==> config.mk <==
export PLATFORM = sky130hd
export DESIGN_NAME = trps_sequencer
export DESIGN_NICKNAME = d
export VERILOG_FILES = /design/src/verilog/trps_sequencer.v
export VERILOG_INCLUDE_DIRS = /design/src /design/src/verilog
export SDC_FILE = /design/constraint.sdc
export NUM_CORES = 1
export LEC_CHECK = 0
export ABC_AREA = 1
export BUFFER_PORTS_ARGS = -buffer_cell sky130_fd_sc_hd__buf_4
export CAP_MARGIN = 20
export CORE_MARGIN = 1.5
export CORE_UTILIZATION = 41
export DETAILED_ROUTE_END_ITERATION = 16
export GPL_TIMING_DRIVEN = 0
export PLACE_DENSITY = 0.63
export SYNTH_ARGS = -nofsm -noshare
export SYNTH_HDL_FRONTEND = slang
export SYNTH_SLANG_ARGS = --single-unit
==> constraint.sdc <==
create_clock -name aclk -period 2.65 [get_ports aclk]
set_input_delay 0.795 -clock aclk [delete_from_list [all_inputs] [get_ports aclk]]
set_output_delay 0.795 -clock aclk [all_outputs]
set_load 0.05 [all_outputs]
==> src/verilog/trps_consts.vh <==
// constants of the three-rail power sequencer
`ifndef TRPS_CONSTS_VH
`define TRPS_CONSTS_VH

// clock rate
`define TRPS_CLK_HZ          50000000

// register byte offsets
`define TRPS_CFG_OFFSET      8'h00
`define TRPS_STATUS_OFFSET   8'h04

// configuration fields and reset value
`define TRPS_CFG_TOPT_LSB    0
`define TRPS_CFG_TOPT_MSB    1
`define TRPS_CFG_SEQ_LSB     4
`define TRPS_CFG_SEQ_MSB     6
`define TRPS_CFG_RESET       32'h0000_0011

// status fields
`define TRPS_ST_REL_LSB      0
`define TRPS_ST_EN_BIT       3
`define TRPS_ST_PIN_LSB      4
`define TRPS_ST_STATE_LSB    16

// timing option codes
`define TRPS_TOPT_SHORT      2'h0
`define TRPS_TOPT_STANDARD   2'h1
`define TRPS_TOPT_LONG       2'h2
`define TRPS_TOPT_EXTENDED   2'h3

// delay per timing option, milliseconds
`define TRPS_DLY_SHORT_MS    10
`define TRPS_DLY_STANDARD_MS 30
`define TRPS_DLY_LONG_MS     60
`define TRPS_DLY_EXT_MS      120

// extra time on first step of each sequence, microseconds
`define TRPS_EXTRA_US        400
// settle time before a deferred power-down, milliseconds
`define TRPS_HOLD_MS         120

// the same delays as clock cycles at 50 MHz, sized for the timers
`define TRPS_DLY_SHORT_CYC   24'd500000
`define TRPS_DLY_STD_CYC     24'd1500000
`define TRPS_DLY_LONG_CYC    24'd3000000
`define TRPS_DLY_EXT_CYC     24'd6000000
`define TRPS_EXTRA_CYC       24'd20000
`define TRPS_HOLD_CYC        24'd6000000

// bus responses
`define TRPS_RESP_OKAY       2'h0
`define TRPS_RESP_SLVERR     2'h2

`endif

==> src/verilog/trps_sequencer.v <==
// three-rail power sequencer with an axi4-lite configuration slave
//
// Chosen here: register access over AXI4-Lite and the address map.
`timescale 1ns/1ps
`include "trps_consts.vh"

// Behaviour
// - power-up releases outputs singly, each own delay
// - power-down pulls outputs low singly, reversed default
// - up order 1-2-3; six down orders
// - timing option sets all six delays alike
// - delays 1-3 power-up, 4-6 power-down
// - outputs open drain: drive low or release
// - single enable input starts both sequences
// - all outputs low until first enable
// - early enable drop resets first timer
// - late drop: finish up, hold, then down
// - first up and down delays add 400us
module trps_sequencer #(
  parameter [23:0] DLY_SHORT_CYC = `TRPS_DLY_SHORT_CYC,
  parameter [23:0] DLY_STD_CYC   = `TRPS_DLY_STD_CYC,
  parameter [23:0] DLY_LONG_CYC  = `TRPS_DLY_LONG_CYC,
  parameter [23:0] DLY_EXT_CYC   = `TRPS_DLY_EXT_CYC,
  parameter [23:0] EXTRA_CYC     = `TRPS_EXTRA_CYC,
  parameter [23:0] HOLD_CYC      = `TRPS_HOLD_CYC
) (
  input  wire        aclk,                 // system clock, 50 MHz
  input  wire        aresetn,              // synchronous reset, active low
  input  wire [7:0]  awaddr,               // write address
  input  wire [2:0]  awprot,               // write protection, unused
  input  wire        awvalid,              // write address valid
  output reg         awready,              // write address ready
  input  wire [31:0] wdata,                // write data
  input  wire [3:0]  wstrb,                // write byte strobes
  input  wire        wvalid,               // write data valid
  output reg         wready,               // write data ready
  output reg  [1:0]  bresp,                // write response
  output reg         bvalid,               // write response valid
  input  wire        bready,               // write response ready
  input  wire [7:0]  araddr,               // read address
  input  wire [2:0]  arprot,               // read protection, unused
  input  wire        arvalid,              // read address valid
  output reg         arready,              // read address ready
  output reg  [31:0] rdata,                // read data
  output reg  [1:0]  rresp,                // read response
  output reg         rvalid,               // read data valid
  input  wire        rready,               // read data ready
  input  wire        seq_enable,           // sequence enable, high = up
  input  wire        rail_release_in_1,    // pin level, output 1
  output reg         rail_release_out_1_o, // pin drive value, always low
  output reg         rail_release_out_1_oe,// high while pulling low
  input  wire        rail_release_in_2,    // pin level, output 2
  output reg         rail_release_out_2_o, // pin drive value, always low
  output reg         rail_release_out_2_oe,// high while pulling low
  input  wire        rail_release_in_3,    // pin level, output 3
  output reg         rail_release_out_3_o, // pin drive value, always low
  output reg         rail_release_out_3_oe // high while pulling low
);

  // one-hot sequencer states
  localparam [8:0] ST_OFF  = 9'h001;
  localparam [8:0] ST_UP1  = 9'h002;
  localparam [8:0] ST_UP2  = 9'h004;
  localparam [8:0] ST_UP3  = 9'h008;
  localparam [8:0] ST_ON   = 9'h010;
  localparam [8:0] ST_HOLD = 9'h020;
  localparam [8:0] ST_DN1  = 9'h040;
  localparam [8:0] ST_DN2  = 9'h080;
  localparam [8:0] ST_DN3  = 9'h100;

  reg  [8:0]  state;
  reg  [23:0] cnt;
  reg         en_q;
  reg         pend_down;
  reg  [31:0] cfg;
  reg  [7:0]  aw_addr;
  reg  [31:0] w_data;
  reg  [3:0]  w_strb;

  wire [1:0]  topt = cfg[`TRPS_CFG_TOPT_MSB:`TRPS_CFG_TOPT_LSB];
  wire [2:0]  seqo = cfg[`TRPS_CFG_SEQ_MSB:`TRPS_CFG_SEQ_LSB];
  wire [2:0]  drive_low = {rail_release_out_3_oe, rail_release_out_2_oe,
                           rail_release_out_1_oe};
  wire        en_fall = en_q & ~seq_enable;

  // one delay value for all six steps of the chosen option
  function [23:0] dly_cyc;
    input [1:0] opt;
    begin
      case (opt)
        `TRPS_TOPT_SHORT:    dly_cyc = DLY_SHORT_CYC;
        `TRPS_TOPT_STANDARD: dly_cyc = DLY_STD_CYC;
        `TRPS_TOPT_LONG:     dly_cyc = DLY_LONG_CYC;
        default:             dly_cyc = DLY_EXT_CYC;
      endcase
    end
  endfunction

  // rail mask pulled low at a power-down step; bad codes act as option 1
  function [2:0] dn_rail;
    input [2:0] seq;
    input [1:0] step;
    reg   [8:0] ord;
    begin
      case (seq)
        3'h2:    ord = {3'b010, 3'b001, 3'b100};
        3'h3:    ord = {3'b001, 3'b100, 3'b010};
        3'h4:    ord = {3'b100, 3'b001, 3'b010};
        3'h5:    ord = {3'b010, 3'b100, 3'b001};
        3'h6:    ord = {3'b100, 3'b010, 3'b001};
        default: ord = {3'b001, 3'b010, 3'b100};
      endcase
      case (step)
        2'h0:    dn_rail = ord[2:0];
        2'h1:    dn_rail = ord[5:3];
        default: dn_rail = ord[8:6];
      endcase
    end
  endfunction

  // terminal counts, one less since the count starts at zero
  wire [23:0] step_tgt  = dly_cyc(topt) - 24'h1;
  wire [23:0] first_tgt = dly_cyc(topt) + EXTRA_CYC - 24'h1;
  wire [23:0] hold_tgt  = HOLD_CYC - 24'h1;

  // sequencer; each timer restarts when its state is entered, and in ST_UP2/ST_UP3 again at an enable drop
  always @(posedge aclk) begin
    if (!aresetn) begin
      state     <= ST_OFF;
      cnt       <= 24'h0;
      en_q      <= 1'b0;
      pend_down <= 1'b0;
      rail_release_out_1_oe <= 1'b1;
      rail_release_out_2_oe <= 1'b1;
      rail_release_out_3_oe <= 1'b1;
    end else begin
      en_q <= seq_enable;
      cnt  <= cnt + 24'h1;
      case (state)
        ST_OFF: begin
          pend_down <= 1'b0;
          cnt       <= 24'h0;
          if (seq_enable) begin
            state <= ST_UP1;
          end
        end
        ST_UP1: begin
          if (!seq_enable) begin
            state <= ST_OFF;
            cnt   <= 24'h0;
          end else if (cnt == first_tgt) begin
            rail_release_out_1_oe <= 1'b0;
            state <= ST_UP2;
            cnt   <= 24'h0;
          end
        end
        ST_UP2: begin
          if (!seq_enable) begin
            pend_down <= 1'b1;
          end
          if (cnt == step_tgt) begin
            rail_release_out_2_oe <= 1'b0;
            state <= ST_UP3;
            cnt   <= 24'h0;
          end else if (en_fall) begin
            cnt <= 24'h0;
          end
        end
        ST_UP3: begin
          if (!seq_enable) begin
            pend_down <= 1'b1;
          end
          if (cnt == step_tgt) begin
            rail_release_out_3_oe <= 1'b0;
            cnt   <= 24'h0;
            // a drop after output one is released waits for the settle time
            if (pend_down || !seq_enable) begin
              state <= ST_HOLD;
            end else begin
              state <= ST_ON;
            end
          end else if (en_fall) begin
            cnt <= 24'h0;
          end
        end
        ST_ON: begin
          cnt <= 24'h0;
          if (!seq_enable) begin
            state <= ST_DN1;
          end
        end
        ST_HOLD: begin
          // a re-enable here is not honoured; down runs to the end
          if (cnt == hold_tgt) begin
            state <= ST_DN1;
            cnt   <= 24'h0;
          end
        end
        ST_DN1: begin
          if (cnt == first_tgt) begin
            {rail_release_out_3_oe, rail_release_out_2_oe,
             rail_release_out_1_oe} <= drive_low | dn_rail(seqo, 2'h0);
            state <= ST_DN2;
            cnt   <= 24'h0;
          end
        end
        ST_DN2: begin
          if (cnt == step_tgt) begin
            {rail_release_out_3_oe, rail_release_out_2_oe,
             rail_release_out_1_oe} <= drive_low | dn_rail(seqo, 2'h1);
            state <= ST_DN3;
            cnt   <= 24'h0;
          end
        end
        ST_DN3: begin
          if (cnt == step_tgt) begin
            rail_release_out_1_oe <= 1'b1;
            rail_release_out_2_oe <= 1'b1;
            rail_release_out_3_oe <= 1'b1;
            state <= ST_OFF;
            cnt   <= 24'h0;
          end
        end
        default: begin
          state <= ST_OFF;
          cnt   <= 24'h0;
        end
      endcase
    end
  end

  // open drain: the drive value never leaves low
  always @(posedge aclk) begin
    rail_release_out_1_o <= 1'b0;
    rail_release_out_2_o <= 1'b0;
    rail_release_out_3_o <= 1'b0;
  end

  // write channel; address and data are taken in either order
  always @(posedge aclk) begin
    if (!aresetn) begin
      awready <= 1'b1;
      wready  <= 1'b1;
      bvalid  <= 1'b0;
      bresp   <= `TRPS_RESP_OKAY;
      aw_addr <= 8'h00;
      w_data  <= 32'h0;
      w_strb  <= 4'h0;
      cfg     <= `TRPS_CFG_RESET;
    end else begin
      if (awready && awvalid) begin
        aw_addr <= awaddr;
        awready <= 1'b0;
      end
      if (wready && wvalid) begin
        w_data <= wdata;
        w_strb <= wstrb;
        wready <= 1'b0;
      end
      // both halves held and no answer pending: commit the write
      if (!awready && !wready && !bvalid) begin
        bvalid <= 1'b1;
        if (aw_addr[7:2] == `TRPS_CFG_OFFSET >> 2) begin
          bresp <= `TRPS_RESP_OKAY;
          if (w_strb[0]) begin
            cfg[`TRPS_CFG_TOPT_MSB:`TRPS_CFG_TOPT_LSB] <=
              w_data[`TRPS_CFG_TOPT_MSB:`TRPS_CFG_TOPT_LSB];
            cfg[`TRPS_CFG_SEQ_MSB:`TRPS_CFG_SEQ_LSB] <=
              w_data[`TRPS_CFG_SEQ_MSB:`TRPS_CFG_SEQ_LSB];
          end
        end else if (aw_addr[7:2] == `TRPS_STATUS_OFFSET >> 2) begin
          bresp <= `TRPS_RESP_OKAY; // read-only, write ignored
        end else begin
          bresp <= `TRPS_RESP_SLVERR;
        end
      end
      if (bvalid && bready) begin
        bvalid  <= 1'b0;
        awready <= 1'b1;
        wready  <= 1'b1;
      end
    end
  end

  // read channel; status shows live sequencer state and pin levels
  always @(posedge aclk) begin
    if (!aresetn) begin
      arready <= 1'b1;
      rvalid  <= 1'b0;
      rdata   <= 32'h0;
      rresp   <= `TRPS_RESP_OKAY;
    end else begin
      if (arready && arvalid) begin
        arready <= 1'b0;
        rvalid  <= 1'b1;
        rdata   <= 32'h0;
        rresp   <= `TRPS_RESP_OKAY;
        if (araddr[7:2] == `TRPS_CFG_OFFSET >> 2) begin
          rdata <= cfg;
        end else if (araddr[7:2] == `TRPS_STATUS_OFFSET >> 2) begin
          rdata[`TRPS_ST_REL_LSB +: 3]   <= ~drive_low;
          rdata[`TRPS_ST_EN_BIT]         <= seq_enable;
          rdata[`TRPS_ST_PIN_LSB +: 3]   <= {rail_release_in_3,
                                             rail_release_in_2,
                                             rail_release_in_1};
          rdata[`TRPS_ST_STATE_LSB +: 9] <= state;
        end else begin
          rresp <= `TRPS_RESP_SLVERR;
        end
      end
      if (rvalid && rready) begin
        rvalid  <= 1'b0;
        arready <= 1'b1;
      end
    end
  end

endmodule // trps_sequencer
* Word level (Yosys, flattened, before mapping) *
Index checks and enable logic that the tools add are counted.

storage, ports and cells
  bits in registers = 84
  bits of input ports = 69

operators by class
  equal/unequal tests = 33
  bitwise logic cells = 6
  add/sub/neg operators = 4
  reductions and logical operators = 29
  mux-type cells = 50

operators with widths
  cell                                                                     number
  24-bit 2-to-1 mux                                                        6
  24-bit case mux with 5 select lines                                      1
  9-bit 2-to-1 mux                                                         12
  9-bit case mux with 9 select lines                                       1
  23-bit case mux with 3 select lines                                      1
  24-bit equality test                                                     2
  24-bit by 1-bit subtractor with 24-bit output, second input constant     2
  6-bit case mux with 5 select lines                                       1
  24-bit by 1-bit adder with 24-bit output, second input constant          1
  24-bit by 15-bit adder with 24-bit output, second input constant         1
  24-bit by 23-bit equality test with 1-bit output, second input constant  1
  2-bit inequality test, second input constant                             11
  3-bit 2-to-1 mux                                                         6
  7-bit 2-to-1 mux                                                         2
  6-bit by 1-bit equality test with 1-bit output, second input constant    2
  6-bit zero test                                                          2
  1-bit case mux with 4 select lines                                       3
  4-bit nonzero test                                                       3
  1-bit 2-to-1 mux                                                         11
  5-bit AND reduction                                                      2
  3-bit equality test, second input constant                               3
  9-bit by 1-bit equality test with 1-bit output, second input constant    1
  9-bit by 2-bit equality test with 1-bit output, second input constant    1
  9-bit by 3-bit equality test with 1-bit output, second input constant    1
  other kinds (27)                                                         45

* Logic depth before layout (Yosys ltp) *
  depth after elaboration = 11
  mapped depth = 18
  mapped depth without buffers = 16

* Least setup slack after synthesis *
No wires, ideal clock.

  path type = reg-to-reg
  from = register cfg[1]
  to = register cnt[14]
  path buffers = 2
  cell stages (with the launch flop) = 19
  path slack = 0.383 ns
  arrival time = 2.141 ns
  period minus slack after synthesis = 2.267 ns
  data required time = 2.524 ns
  path through = dfxtp_1 -> inv_2 -> ha_1 -> buf_4 -> inv_2 -> nand2_1 -> nand2_1 -> nand2_1 -> nor2_1 -> nand2_1 -> nor2_2 -> nand2_2 -> nand2_2 -> nand2_2 -> clkinv_2 -> nand4_4 -> nand2_4 -> buf_12 -> nor2_2

on the way
  word-level cells in the longest chain between the ends = 8

RTL lines
  element                                            RTL line                                    source
  start: declaration                                 trps_sequencer.v:75                         reg [31:0] cfg;
  start signal: assignment                           trps_sequencer.v:249                        cfg <= `TRPS_CFG_RESET;
  start signal: indexed assignment                   trps_sequencer.v:266                        cfg[`TRPS_CFG_TOPT_MSB:`TRPS_CFG_TOPT_LSB] <=
  start signal: indexed assignment                   trps_sequencer.v:268                        cfg[`TRPS_CFG_SEQ_MSB:`TRPS_CFG_SEQ_LSB] <=
  2-bit equality test, or another cell as far along  trps_sequencer.v:90                         case (opt)
  23-bit case mux with 3 select lines *              trps_sequencer.v:90
  24-bit by 15-bit adder with 24-bit output          trps_sequencer.v:123                        wire [23:0] first_tgt = dly_cyc(topt) + EXTRA_CYC - 24'h1;
  24-bit by 1-bit subtractor with 24-bit output      trps_sequencer.v:123
  24-bit equality test                               trps_sequencer.v:151, trps_sequencer.v:200
  24-bit 2-to-1 mux                                  trps_sequencer.v:151, trps_sequencer.v:200
  24-bit 2-to-1 mux                                  trps_sequencer.v:148                        if (!seq_enable) begin
  24-bit case mux with 5 select lines *              trps_sequencer.v:139                        case (state)
  end signal: assignment                             trps_sequencer.v:138                        cnt <= cnt + 24'h1;
  end: declaration                                   trps_sequencer.v:72                         reg [23:0] cnt;

Mark *: on every way between the ends. The rest lies on a longest branch, timed or not.
A chain may end at the register's enable or synchronous reset.

* Worst setup path after layout *
  from = register cfg[0]
  to = register cnt[14]

Same word-level chain as after synthesis.

==> impl_metrics.yaml <==
route:
  drc_errors: 0
  via_per_inst: 4.996
  wire_per_inst_um: 13.32
  drt_first_pass_iters: 7
  ant_nets: 0
  drt-initial-drc-count: 353
  vias: 4761
  wirelength_um: 12690
worst_hold_path:
  min-delay-start: "cnt[0]$_SDFF_PN0_"
  hold_depth: 1
  hp-class: "reg2reg"
  min_to: "cnt[0]$_SDFF_PN0_"
cts:
  clkLatencyLatePin_ns: 0.35
  root_buffer: "clkbuf_16"
  h-tree-depth: 3
  cts_sinks: 78
  holdBufCountCts: 0
  cts_tree: "yes"
  cts_buffer_depth: 2
  cts_made_buffers: 9
  cts.clk_slew.worst_paths_ns: 0.06
worst_setup_path:
  critPathSlowestCell: "dfxtp_4"
  cp_top_family: "simple AND/OR/NAND/NOR gates"
  end_kind: "flop"
  cp_num_buf_inv: 5
  worstPathArrival_ns: 2.67
  crit_fanout: 10
  r2r_setup_slack_ns: 0.20
  crit_type: "reg2reg"
  start_kind: "flop"
  crit_chain: "inv_2, ha_1, buf_4, inv_4, nand2_1, nand2_2, nand2_1, nor2_1, nand2_1, nor2_4, nand2_2, nand2_2, nand2_2, clkinv_4, nand4_4, nand2_4, buf_12, nor2_2"
  critPathMaxStageDelay_ns: 0.37
  r2r_end: "cnt[14]$_SDFF_PN0_"
  ff2ff_path_depth: 18
  worstPathRequired_ns: 2.87
  rr_startpoint: "cfg[0]$_SDFFE_PN1P_"
  path_common_cell: "nand2_2"
flow_run:
  max-cap-violations: 0
timing:
  slew_headroom_pct: 56.95
  fin_ws_ns: 0.2026
  min_period_ns: 2.447
  fin_skew_ns: 0.009480
  whs_ns: 0.4553
  worst_slew_pin_slew_ns: 0.6457
  setup_violations: 0
  fmax_mhz: 408.6
  final.period_utilization_pct: 92.35
  finalHoldViolCount: 0
  drv_slew: 0
power_and_ir_drop:
  irDropWorstVdd_uv: 373.9
  seqPwrFrac_pct: 33.6
  p_comb_share_pct: 31.3
  p_switching_mw: 1.493
  power_leakage_nw: 2.728
  power.internal_mw: 2.672
  power_density_mw_per_mm2: 712.1
  swShare_pct: 35.85
  clkPwrFrac_pct: 35.1
floorplan:
  fp-row-count: 39
  die_y_um: 110.8
  die_area_mm2: 0.01228
  fp.coreArea_mm2: 0.01137
  io_pins: 116
  initial_utilization_pct: 41.93
  fp.dieW_um: 110.8
grt:
  grt_overflow_total: 0
  grt_pass1_vias: 4326
  grt_pass1_wl_um: 21050
  antenna_found_initial: 0
  grt_usage_pct: 21.07
  grt_max_degree: 15
synth:
  ys_ff_latch: 78
  ys_types: 47
  async_flop_share_pct: 0
  syn_inst: 715
  ys_seq_area_share_pct: 32.76
  synth_flop_cell: "dfxtp_1"
  ys.warnings.count: 0
  postSynthAreaPerCell_um2: 6.667
  synth_edf_count: 0
  synthesis.area_mm2: 0.004767
finish:
  layout-drive-gt1-share_pct: 20.00
  syn2layout_area_growth_pct: 22.68
  fin_nets: 882
  diodes: 0
  n_fill_cell: 1164
placement:
  port_buffers: 54
  post-place-ws_ns: -0.1752
  place.gp.congestion: 0.9215
  dp_hpwl_um: 9819
outcome:
  status: "finished clean"
-- cell families (layout without fill, tap and decap cells) --
family	count (synthesis)	count (layout)	share of synthesized area, %
other	1	21	0.07866
adders and majority gates	8	8	2.100
AOI/OAI and AO/OA	85	85	10.63
and+or+nand+nor	404	405	38.53
DFF	78	78	32.76
buffers and inverters	119	193	12.23
xor gates and xnor gates	20	20	3.675
-- layout make-up --
class,instances,area (µm²),area share [%]
plain buffers,35,266.5,4.557
clock buffers,10,239.0,4.086
clock inverters,6,116.4,1.990
inverters,84,325.3,5.563
multi-input cells,539,2718,46.47
flip-flops and latches,78,1569,26.83
well taps,143,178.9,3.059
repair buffers,58,435.4,7.445
-- cells in the mapped netlist (all sizes together), types with 8 or more instances --
cell type | instances | share of area (%)
nor3 | 20 | 2.3
a21oi | 24 | 2.6
nand3 | 37 | 4.4
nor2 | 149 | 14
nand2 | 169 | 14
buf | 28 | 5.0
inv | 81 | 6.4
o21ai | 39 | 4.1
nand4 | 19 | 2.8
xor2 | 18 | 3.3
ha | 8 | 2.1
dfxtp | 78 | 33
-- per-layer routing --
metal / track usage [%] / wire (µm)
met1: 29.03 / 6061
met2: 32.76 / 5647
met4: 8.632 / 230
met3: 3.445 / 752
met5: 0 / 0
-- flip-flops by register name (all words and copies together) (netlist names), 5 cells and up --
signal and flops:
w_data 5, cfg 5, cnt 24, state 9, rdata 16, aw_addr 6
-- layout by cell type (no fill, tap or decap), drive strengths merged --
cell type  instances
nor3              20
a21oi             24
a211oi             4
nor3b              2
a32o               1
o22ai              2
dfxtp             78
a41oi              1
nand3             38
bufinv             3
nor2             149
o31ai              1
buf               86
inv               82
o21ai             39
o211ai             3
o21bai             5
o221ai             1
nand2            169
conb              21
xnor2              2
a22oi              1
o21a               2
nand3b             3
clkinv             5
xor2              18
nor4               3
and3               2
o41ai              1
clkbuf            17
nand4             19
ha                 8
-- metrics by stage --
step	setup TNS, ns	instance area (µm²)	instances	util, %	power, mW
finish	0	5848	953	51.44	4.165
global route	-0.02121	5848	953	51.44	4.392
CTS	0	5786	948	50.89	4.152
detailed placement	-3.742	5426	932	47.73	2.686
global placement	-3.960	5426	932	47.73	2.667
floorplan	0	4842	735	-	2.379
-- how the worst max path moves through the flow --
| stage | startpoint | to | slack (ns) | cells past startpoint |
|---|---|---|---|---|
| after floorplan | cfg[1]$_SDFFE_PN0P_ | cnt[14]$_SDFF_PN0_ | 0.38 | 18 |
| after global placement | cfg[1]$_SDFFE_PN0P_ | cnt[14]$_SDFF_PN0_ | -0.18 | 18 |
| after detailed placement | cfg[1]$_SDFFE_PN0P_ | cnt[14]$_SDFF_PN0_ | -0.18 | 18 |
| after CTS | cfg[0]$_SDFFE_PN1P_ | cnt[14]$_SDFF_PN0_ | 0.02 | 18 |
| after global routing | cfg[0]$_SDFFE_PN1P_ | cnt[14]$_SDFF_PN0_ | -0.006 | 18 |
| final | cfg[0]$_SDFFE_PN1P_ | cnt[14]$_SDFF_PN0_ | 0.20 | 18 |
-- power groups by stage --
stage	combinational, mW	clock [mW]	sequential [mW]
final	1.30	1.46	1.40
after CTS	1.27	1.48	1.40
after floorplan	0.887	0	1.49
after global routing	1.45	1.53	1.41
after global placement	1.25	0	1.42
after detailed placement	1.26	0	1.43
-- what timing repair did --
action / 4_1_cts / 5_1_grt
endpoints found under the setup margin: 31 / 35
buffers inserted: 0 / 4
pin swaps: 0 / 4
gates resized for setup: 3 / 9
gates cloned: 0 / 1
(Power assumes the default switching activity.)
